### src/ustc_pkg.sv
// package: register map, fields and timing for the serial transmit control
`default_nettype none
package ustc_pkg;
  // register byte addresses
  localparam logic [7:0] TXSC_ADDR = 8'h98;
  localparam logic [7:0] RXSC_ADDR = 8'h9c;
  localparam logic [7:0] DIR_ADDR  = 8'ha0;
  localparam logic [7:0] BUF_ADDR  = 8'ha4;
  localparam logic [7:0] BAUD_ADDR = 8'ha8;
  // transmit_status_control fields; F_SERIAL_PORT_ENABLE sits in the receive control register
  localparam int F_CLOCK_SOURCE_SELECT = 7;
  localparam int F_TX9  = 6;
  localparam int F_TRANSMIT_ENABLE = 5;
  localparam int F_SYNC = 4;
  localparam int F_HIGH_BAUD_SELECT = 2;
  localparam int F_SHIFT_REGISTER_EMPTY = 1;
  localparam int F_NINTH_TRANSMIT_BIT = 0;
  localparam int F_SERIAL_PORT_ENABLE = 7;
  localparam logic [7:0] TXSC_RESET = 8'h02;
  localparam logic [7:0] TXSC_WMASK = 8'hf5;
  localparam logic [7:0] BAUD_RESET = 8'h00;
  // reload values of the per-bit tick counter, one less than the baud ticks per bit
  localparam logic [5:0] RATIO_HIGH = 6'h0f;
  localparam logic [5:0] RATIO_LOW  = 6'h3f;
  localparam logic [1:0] RESP_OKAY   = 2'h0;
  localparam logic [1:0] RESP_SLVERR = 2'h2;
  localparam int FIFO_DEPTH = 4;
  // nine-bit character carried through the buffer
  typedef struct packed {
    logic       ninth;
    logic [7:0] data;
  } ustc_char_t;
  typedef enum logic [3:0] {
    ST_IDLE  = 4'b0001,
    ST_START = 4'b0010,
    ST_DATA  = 4'b0100,
    ST_STOP  = 4'b1000
  } ustc_state_t;
endpackage : ustc_pkg
`default_nettype wire

### src/ustc_fifo.sv
// fifo: small flip-flop buffer with valid/ready on both sides
`default_nettype none
module ustc_fifo #(
  parameter int WIDTH = 9,
  parameter int DEPTH = 4
) (
  // clock and reset
  input  wire logic             aclk,
  input  wire logic             aresetn,
  // fill side
  input  wire logic             in_valid,
  output logic                  in_ready,
  input  wire logic [WIDTH-1:0] in_data,
  // drain side
  output logic                  out_valid,
  input  wire logic             out_ready,
  output logic      [WIDTH-1:0] out_data,
  input  wire logic             flush
);
  localparam int AW = $clog2(DEPTH);
  logic [WIDTH-1:0] mem [DEPTH];
  logic [AW-1:0]    wptr, rptr, next_wptr, next_rptr;
  logic [AW:0]      count, next_count;
  logic             push, pop;
  // handshake terms
  assign in_ready  = (count != (AW+1)'(DEPTH));
  assign out_valid = (count != '0);
  assign out_data  = mem[rptr];
  assign push      = in_valid && in_ready;
  assign pop       = out_valid && out_ready;
  // pointer and count update
  always_comb begin
    next_wptr  = push ? wptr + 1'b1 : wptr;
    next_rptr  = pop ? rptr + 1'b1 : rptr;
    next_count = count + (AW+1)'(push) - (AW+1)'(pop);
    if (flush) begin
      next_wptr  = '0;
      next_rptr  = '0;
      next_count = '0;
    end
  end
  always_ff @(posedge aclk) begin
    if (!aresetn) begin
      wptr  <= '0;
      rptr  <= '0;
      count <= '0;
    end else begin
      wptr  <= next_wptr;
      rptr  <= next_rptr;
      count <= next_count;
    end
  end
  // storage written by index
  always_ff @(posedge aclk) begin
    if (push) begin
      mem[wptr] <= in_data;
    end
  end
endmodule : ustc_fifo
`default_nettype wire

### src/ustc_top.sv
// top: register slave, pin enables and transmitter of the serial unit
// Function
// - asynchronous mode gives a full-duplex start/stop link with hosts.
// - synchronous mode shifts as master or slave with the transmit pin left undriven.
// - the pins serve the unit only with port enable and both directions set.
// - a ninth data bit marks address words for multi-processor use.
// - in asynchronous mode the baud tick is sixteen or sixty-four times the bit rate by speed bit.
// - shift-register-empty is read only and set while the shifter is empty.
// - clearing transmit enable aborts sending and floats the transmit pin.
`default_nettype none
module ustc_top #(
  parameter int FIFO_WORDS = ustc_pkg::FIFO_DEPTH
) (
  // clock and reset
  input  wire logic        aclk,
  input  wire logic        aresetn,
  // axi4-lite write
  input  wire logic [7:0]  s_axi_awaddr,
  input  wire logic        s_axi_awvalid,
  output logic             s_axi_awready,
  input  wire logic [31:0] s_axi_wdata,
  input  wire logic [3:0]  s_axi_wstrb,
  input  wire logic        s_axi_wvalid,
  output logic             s_axi_wready,
  output logic [1:0]       s_axi_bresp,
  output logic             s_axi_bvalid,
  input  wire logic        s_axi_bready,
  // axi4-lite read
  input  wire logic [7:0]  s_axi_araddr,
  input  wire logic        s_axi_arvalid,
  output logic             s_axi_arready,
  output logic [31:0]      s_axi_rdata,
  output logic [1:0]       s_axi_rresp,
  output logic             s_axi_rvalid,
  input  wire logic        s_axi_rready,
  // transmit/clock pin
  input  wire logic        transmit_clock_pin_i,
  output logic             transmit_clock_pin_o,
  output logic             transmit_clock_pin_oe,
  // receive/data pin (receive path lives elsewhere)
  output logic             receive_data_pin_select
);
  import ustc_pkg::*;
  logic [7:0] txsc, next_txsc;
  logic [7:0] rxsc, next_rxsc;
  logic [7:0] dirc, next_dirc;
  logic [7:0] baud, next_baud;
  logic aw_hold, w_hold, next_aw_hold, next_w_hold;
  logic [7:0] aw_q, next_aw_q;
  logic [31:0] w_q, next_w_q;
  logic w_q_strb0, next_w_q_strb0;
  logic bvalid, next_bvalid, rvalid, next_rvalid;
  logic [1:0] bresp, next_bresp, rresp, next_rresp;
  logic [31:0] rdata, next_rdata;
  logic do_wr, buf_push;
  logic pins_on, transmit_enable, is_sync, master, shift_empty;
  logic f_ready, f_valid, f_pop;
  ustc_char_t f_data;
  ustc_state_t st, next_st;
  logic [7:0] brg_cnt, next_brg_cnt;
  logic [5:0] tick_cnt, next_tick_cnt;
  logic [8:0] shreg, next_shreg;
  logic [3:0] bitn, next_bitn;
  logic txo, next_txo, brg_tick, bit_en;
  logic ck_s1, ck_s2, ck_s3;
  // control decode
  assign transmit_enable    = txsc[F_TRANSMIT_ENABLE];
  assign is_sync = txsc[F_SYNC];
  assign master  = is_sync && txsc[F_CLOCK_SOURCE_SELECT];
  assign pins_on = rxsc[F_SERIAL_PORT_ENABLE] && dirc[7] && dirc[6];
  assign shift_empty = (st == ST_IDLE);
  assign receive_data_pin_select = pins_on;
  // write channel capture, address and data in either order
  assign s_axi_awready = !aw_hold && !bvalid;
  assign s_axi_wready  = !w_hold && !bvalid;
  assign do_wr   = aw_hold && w_hold && !bvalid;
  assign buf_push = do_wr && aw_q == BUF_ADDR && w_q_strb0;
  always_comb begin
    next_aw_hold = aw_hold;
    next_w_hold  = w_hold;
    next_aw_q    = aw_q;
    next_w_q     = w_q;
    next_w_q_strb0 = w_q_strb0;
    next_bvalid  = bvalid;
    next_bresp   = bresp;
    next_txsc    = txsc;
    next_rxsc    = rxsc;
    next_dirc    = dirc;
    next_baud    = baud;
    if (s_axi_awvalid && s_axi_awready) begin
      next_aw_hold = 1'b1;
      next_aw_q    = s_axi_awaddr;
    end
    if (s_axi_wvalid && s_axi_wready) begin
      next_w_hold    = 1'b1;
      next_w_q       = s_axi_wdata;
      next_w_q_strb0 = s_axi_wstrb[0];
    end
    if (do_wr) begin
      next_aw_hold = 1'b0;
      next_w_hold  = 1'b0;
      next_bvalid  = 1'b1;
      next_bresp   = RESP_OKAY;
      unique case (aw_q)
        TXSC_ADDR: if (w_q_strb0) begin
          // ninth bit stored, empty flag not writable
          next_txsc = (w_q[7:0] & TXSC_WMASK) | (txsc & ~TXSC_WMASK);
        end
        RXSC_ADDR: if (w_q_strb0) next_rxsc = w_q[7:0];
        DIR_ADDR:  if (w_q_strb0) next_dirc = w_q[7:0];
        BAUD_ADDR: if (w_q_strb0) next_baud = w_q[7:0];
        BUF_ADDR:  next_bresp = f_ready ? RESP_OKAY : RESP_SLVERR;
        default:   next_bresp = RESP_SLVERR;
      endcase
    end else if (bvalid && s_axi_bready) begin
      next_bvalid = 1'b0;
    end
    next_txsc[F_SHIFT_REGISTER_EMPTY] = shift_empty;
    next_txsc[3]      = 1'b0;
  end
  assign s_axi_bvalid = bvalid;
  assign s_axi_bresp  = bresp;
  // read channel
  assign s_axi_arready = !rvalid;
  always_comb begin
    next_rvalid = rvalid;
    next_rdata  = rdata;
    next_rresp  = rresp;
    if (s_axi_arvalid && s_axi_arready) begin
      next_rvalid = 1'b1;
      next_rresp  = RESP_OKAY;
      next_rdata  = 32'h0;
      unique case (s_axi_araddr)
        TXSC_ADDR: next_rdata[7:0] = txsc;
        RXSC_ADDR: next_rdata[7:0] = rxsc;
        DIR_ADDR:  next_rdata[7:0] = dirc;
        BAUD_ADDR: next_rdata[7:0] = baud;
        BUF_ADDR:  next_rdata[0]   = f_ready;
        default:   next_rresp = RESP_SLVERR;
      endcase
    end else if (rvalid && s_axi_rready) begin
      next_rvalid = 1'b0;
    end
  end
  assign s_axi_rvalid = rvalid;
  assign s_axi_rdata  = rdata;
  assign s_axi_rresp  = rresp;
  // character buffer between register write and shifter
  ustc_fifo #(.WIDTH($bits(ustc_char_t)), .DEPTH(FIFO_WORDS)) u_fifo (
    .aclk      (aclk),
    .aresetn   (aresetn),
    .in_valid  (buf_push),
    .in_ready  (f_ready),
    // ninth bit sampled when the character is written to the buffer
    .in_data   ({txsc[F_NINTH_TRANSMIT_BIT], w_q[7:0]}),
    .out_valid (f_valid),
    .out_ready (f_pop),
    .out_data  (f_data),
    .flush     (!transmit_enable)
  );
  // external clock sync for slave mode
  always_ff @(posedge aclk) begin
    if (!aresetn) begin
      ck_s1 <= 1'b0;
      ck_s2 <= 1'b0;
      ck_s3 <= 1'b0;
    end else begin
      ck_s1 <= transmit_clock_pin_i;
      ck_s2 <= ck_s1;
      ck_s3 <= ck_s2;
    end
  end
  // baud tick and x16/x64 bit divider
  assign brg_tick = (brg_cnt == 8'h00);
  always_comb begin
    next_brg_cnt  = brg_tick ? baud : brg_cnt - 8'h01;
    next_tick_cnt = tick_cnt;
    bit_en = 1'b0;
    if (is_sync) begin
      // master uses baud tick, slave a falling external edge
      bit_en = master ? brg_tick : (ck_s3 && !ck_s2);
    end else if (brg_tick) begin
      if (tick_cnt == '0) begin
        bit_en = 1'b1;
        next_tick_cnt = txsc[F_HIGH_BAUD_SELECT] ? RATIO_HIGH : RATIO_LOW;
      end else begin
        next_tick_cnt = tick_cnt - 6'h01;
      end
    end
  end
  assign f_pop = (st == ST_IDLE) && transmit_enable && f_valid && bit_en;
  always_comb begin
    next_st    = st;
    next_shreg = shreg;
    next_bitn  = bitn;
    next_txo   = txo;
    unique case (st)
      ST_IDLE: if (f_pop) begin
        // sync puts bit 0 out at once, async the start bit first
        next_bitn = 4'h0;
        next_st   = is_sync ? ST_DATA : ST_START;
        if (is_sync) begin
          next_txo   = f_data.data[0];
          next_shreg = {1'b0, f_data.ninth, f_data.data[7:1]};
        end else begin
          next_txo   = 1'b0;
          next_shreg = {f_data.ninth, f_data.data};
        end
      end
      // start bit ends with bit 0 on the line
      ST_START: if (bit_en) begin
        next_txo   = shreg[0];
        next_shreg = {1'b0, shreg[8:1]};
        next_st    = ST_DATA;
      end
      ST_DATA: if (bit_en) begin
        if (bitn == (txsc[F_TX9] ? 4'h8 : 4'h7)) begin
          // last data bit has had its full time: idle or stop level
          next_txo = 1'b1;
          next_st  = is_sync ? ST_IDLE : ST_STOP;
        end else begin
          next_txo   = shreg[0];
          next_shreg = {1'b0, shreg[8:1]};
          next_bitn  = bitn + 4'h1;
        end
      end
      ST_STOP: if (bit_en) next_st = ST_IDLE;
    endcase
    if (!transmit_enable) begin
      next_st  = ST_IDLE;
      next_txo = 1'b1;
    end
  end
  always_ff @(posedge aclk) begin
    if (!aresetn) begin
      txsc <= TXSC_RESET; rxsc <= 8'h00; dirc <= 8'h00; baud <= BAUD_RESET;
      aw_hold <= 1'b0; w_hold <= 1'b0; aw_q <= 8'h00; w_q <= 32'h0;
      w_q_strb0 <= 1'b0; bvalid <= 1'b0; bresp <= 2'h0;
      rvalid <= 1'b0; rdata <= 32'h0; rresp <= 2'h0;
      st <= ST_IDLE; brg_cnt <= 8'h00; tick_cnt <= 6'h00;
      shreg <= 9'h000; bitn <= 4'h0; txo <= 1'b1;
    end else begin
      txsc <= next_txsc; rxsc <= next_rxsc; dirc <= next_dirc;
      baud <= next_baud; aw_hold <= next_aw_hold; w_hold <= next_w_hold;
      aw_q <= next_aw_q; w_q <= next_w_q; w_q_strb0 <= next_w_q_strb0;
      bvalid <= next_bvalid; bresp <= next_bresp; rvalid <= next_rvalid;
      rdata <= next_rdata; rresp <= next_rresp; st <= next_st;
      brg_cnt <= next_brg_cnt; tick_cnt <= next_tick_cnt;
      shreg <= next_shreg; bitn <= next_bitn; txo <= next_txo;
    end
  end
  // pin drive only when owned and enabled
  assign transmit_clock_pin_o  = txo;
  assign transmit_clock_pin_oe = pins_on && transmit_enable && !is_sync;

  AST_EMPTY_FLAG: assert property (@(posedge aclk) disable iff (!aresetn)
    ##1 txsc[F_SHIFT_REGISTER_EMPTY] == $past(st == ST_IDLE)) else $error("empty flag wrong");
  AST_ABORT: assert property (@(posedge aclk) disable iff (!aresetn)
    !transmit_enable |=> st == ST_IDLE && txo) else $error("abort failed");
  AST_PIN_OWN: assert property (@(posedge aclk) disable iff (!aresetn)
    transmit_clock_pin_oe |-> rxsc[F_SERIAL_PORT_ENABLE] && dirc[7] && dirc[6])
    else $error("pin driven without ownership");
  // start bit low right after an async load
  AST_START_LOW: assert property (@(posedge aclk) disable iff (!aresetn)
    f_pop && !is_sync |=> !txo && st == ST_START) else $error("no start bit");
  // fast ratio gives sixteen ticks per bit
  AST_RATIO: assert property (@(posedge aclk) disable iff (!aresetn)
    !is_sync && bit_en && txsc[F_HIGH_BAUD_SELECT] |=> tick_cnt == RATIO_HIGH)
    else $error("ratio wrong");
  AST_NINTH: assert property (@(posedge aclk) disable iff (!aresetn)
    f_pop && !is_sync |=> shreg[8] == $past(f_data.ninth))
    else $error("ninth bit lost");
  // slave sync never uses the internal tick alone
  AST_SLAVE: assert property (@(posedge aclk) disable iff (!aresetn)
    is_sync && !master && bit_en |-> ck_s3 && !ck_s2)
    else $error("slave clock wrong");
  // stop bit high at end of data
  AST_STOP_HIGH: assert property (@(posedge aclk) disable iff (!aresetn)
    st == ST_STOP |-> txo) else $error("stop not high");
  AST_BITS: assert property (@(posedge aclk) disable iff (!aresetn)
    st == ST_DATA |-> bitn <= 4'h8) else $error("bit count overrun");
endmodule : ustc_top
`default_nettype wire

### config.mk
export PLATFORM = sky130hd
export DESIGN_NAME = ustc_top
export DESIGN_NICKNAME = d
export VERILOG_FILES = /design/src/ustc_pkg.sv /design/src/ustc_fifo.sv /design/src/ustc_top.sv
export SDC_FILE = /design/constraint.sdc
export NUM_CORES = 1
export LEC_CHECK = 0
export BUFFER_PORTS_ARGS = -buffer_cell sky130_fd_sc_hd__buf_2
export CORE_ASPECT_RATIO = 0.7
export CORE_MARGIN = 2
export CORE_UTILIZATION = 45
export CTS_BUF_LIST = sky130_fd_sc_hd__clkbuf_8
export DETAILED_ROUTE_END_ITERATION = 12
export GPL_ROUTABILITY_DRIVEN = 0
export GPL_TIMING_DRIVEN = 0
export PLACE_DENSITY = 0.66
export SYNTH_ARGS = -nofsm -noshare
export SYNTH_HDL_FRONTEND = slang
export SYNTH_SLANG_ARGS = --single-unit
### constraint.sdc
create_clock -name aclk -period 8.3 [get_ports aclk]
set_input_delay 1.66 -clock aclk [delete_from_list [all_inputs] [get_ports aclk]]
set_output_delay 1.66 -clock aclk [all_outputs]
set_load 0.01 [all_outputs]
==> metrics <==
HP Start=ck_s1; fin crit share=0.416; Worst setup EP type=output port; Worst path depth=5; Hold/Removal Path Class=flip-flop to flip-flop; R2R depth=14; Post-synth EDFFs=36; Hold Path End=ck_s2; placed cell area=0.00700 mm2; Largest stage delay, worst path=0.40 ns; Max IR drop VDD=around 0.094 mV; H-tree levels=4; Post-Syn Area=about 0.0064 mm2; register area share after synthesis=0.499; internal power=approximately 1200 uW; CP Data Required Time=approximately 6.6 ns; post-synth top area share=0.330; post-synthesis mux area share=0.0674; Core ar.=about 0.014 mm2; family with the most delay on the worst path=buffers and inverters; worst r2r src=brg_cnt[0]; layout net count=about 820; reg2reg setup slack=around 5.2 ns; post-CTS setup buffer count=0; num rows=36; Max clock buf depth=2; Worst-path clk slew=around 0.08 ns; Synth top cells by count=dfxtp_1, nand2_1, a21oi_1, nor2_1, edfxtp_1; Die Y=just over 100 um; Post-DP HPWL=10900 um; share of layout cells above drive strength 1=0.186; Comb pwr share=0.179; Port Buffers=50; total grt overflow=0; Psw=493 uW; initial antenna violation count=0; final instance area=roughly 0.0074 mm2; largest family of logic cells by synthesized area=simple AND/OR/NAND/NOR gates; die area=approximately 0.015 mm2; Tot GR Track Use=0.204; clk root buf=clkbuf_8; DRT antenna net count=0; Setup violations, final=0; hold buffer count at cts=0; type of origin of the critical path=flip-flop; fmax=slightly below 300 MHz; reg2reg end=u_fifo.count[2]; Diodes inserted=0; Leakage=~0.0028 uW; DR vias=5108; DR DRC count=0; placed cells=923; Seq pwr share=0.479; synth warn=0; Adder-Cell Fraction of Synth Area=0.0245; top-count cell post-synth=dfxtp_1; xor and xnor fraction of the mapped netlist area=0.0150; Initial Utilization=0.461; cells taking the most area after synthesis=dfxtp_1, edfxtp_1, nand2_1; WL/cell=roughly 16 um; worst path bufs/invs=4; Synth Instances=between 600 and 700; switching share of power=0.297; largest net degree at the start of global routing=17; cell taking the most area after synthesis=dfxtp_1; flops & latches, synth=around 140; area grow syn2layout=15.4%; PwrDens=approximately 220 mW/mm2; Synth Area per Inst=9.76 um2; vias in the first global route=around 5000; Simple-Gate Fraction of Synth Area=0.176; fin. max-slew vios=0; CTS tree=built; WHS Path Cells=1; CP Class=flip-flop to output port; Crit Path Max Fanout=10; final worst path period need=between 3 and 4 ns; Crit-path slowest cell=clkbuf_1; global-route wire length before repair=~24000 um; Clock Skew=0.0185 ns; clk sink count=about 140; RSZ-0062 raised after global routing=no; Worst-Skew Late Latency=between 0.4 and 0.5 ns; Finished Layout Cells=955; compound-gate portion of the synthesized area=0.155; iteration-0 DRC count of the detailed router=303; TNS Setup=0 ns; Critical Path, Cell by Cell=clkbuf_8 -> inv_1 -> clkbuf_1 -> and3_1 -> buf_2; io pins=104; Worst Path Arrival=between 1.5 and 2 ns; final-report hold violation count=0; CTS resizes=0; status=finished clean; First-pass DRT Iterations=5; ys async rst share=0; total CTS buffers=17; drt via density=5.35; Worst Max-Slew Pin Slew=~0.96 ns; library cells used by synthesis=68; Die Width=around 150 um; total of max-cap violations=0; Max transition margin=0.357; WL final=15300 um; Top FF cell, synth=dfxtp_1; Clk pwr share=0.342
cell families after synthesis:
| kind of cell | after synthesis |
|---|---|
| buffers and inverters | 78 |
| DFF | 142 |
| adders and majority gates | 12 |
| xor gates and xnor gates | 11 |
| muxes | 32 |
| other | 1 |
| AOI/OAI and AO/OA | 156 |
| and+or+nand+nor | 226 |
cells in the final DEF (no fill, tap or decap), drive strengths merged, types with 3 or more instances in the layout:
| cell type | n |
|---|---|
| nor2b | 4 |
| nor3b | 4 |
| nand3 | 16 |
| and4 | 3 |
| o31ai | 3 |
| nor4b | 3 |
| o21ai | 30 |
| clkinv | 5 |
| nor4 | 3 |
| a22oi | 15 |
| clkinvlp | 4 |
| nand4 | 3 |
| o2111ai | 8 |
| mux2i | 23 |
| xor2 | 4 |
| nand2 | 88 |
| buf | 82 |
| bufinv | 3 |
| mux4 | 9 |
| a21oi | 60 |
| and3 | 7 |
| and2 | 9 |
| conb | 26 |
| or3 | 3 |
| edfxtp | 36 |
| clkbuf | 44 |
| ha | 11 |
| a21o | 8 |
| nor2 | 60 |
| nor3 | 9 |
| a211oi | 10 |
| dfxtp | 106 |
| xnor2 | 7 |
| inv | 22 |
| nand2b | 6 |
how the worst max path moves through the flow:
stage,from,end,slack (ns)
2_1_floorplan,s_axi_araddr[5],s_axi_rdata[6],5.40
6_report,txsc[4],transmit_clock_pin_oe,4.84
5_1_grt,txsc[4],transmit_clock_pin_oe,4.73
3_5_place_dp,s_axi_araddr[5],s_axi_rdata[6],4.76
4_1_cts,txsc[4],transmit_clock_pin_oe,4.81
3_3_place_gp,s_axi_araddr[5],s_axi_rdata[6],4.89
through the flow:
step	hold slack (ns)	utilization	setup WS (ns)	total power, uW
final	0.434	0.532	4.84	1660
after global routing	0.455	0.532	4.73	1740
after CTS	0.440	0.532	4.81	1660
after detailed placement	0.429	0.503	4.76	1100
after global placement	0.428	0.503	4.89	1090
after floorplan	0.412	-	5.40	1030
final cells by class:
cell class	count	area (um2)
clock buffers	17	234
plain buffers	59	335
repair buffers	50	250
inverters	19	71.3
clock inverters	15	170
well taps	190	238
multi-input cells	463	2910
flip-flops and latches	142	3200
fillers	1236	6510
registers in the layout, summed over array words and instances (netlist names), 4 cells and up, named ones only:
signal / count
st: 4
tick_cnt: 6
baud: 8
bitn: 4
dirc: 8
brg_cnt: 8
txsc: 7
w_q: 8
s_axi_rdata: 8
aw_q: 8
rxsc: 8
u_fifo.mem: 36
shreg: 9
power by group through the flow:
stage	combinational (uW)	sequential (uW)	clock, uW
2_1_floorplan	228	797	0
3_3_place_gp	283	806	0
3_5_place_dp	290	808	0
4_1_cts	292	792	576
5_1_grt	335	799	608
6_report	296	793	567
worst reg2reg max path, stage by stage (launching register included):
cell and delay [ns]:
dfxtp_1 0.33, inv_1 0.08, ha_1 0.15, nor3b_2 0.38, a41o_2 0.39, nand3_1 0.15
inv_1 0.17, ha_1 0.25, inv_1 0.06, ha_1 0.14, inv_1 0.05, fa_1 0.37
xor2_1 0.22, xnor2_1 0.16, nor2_1 0.05
metal layers:
layer / share of wire / global-route usage
met5: 0 / 0
met4: 0.015 / 0.0631
met3: 0.057 / 0.0596
met2: 0.44 / 0.317
met1: 0.49 / 0.277
Power figures use the tool's default switching activity.
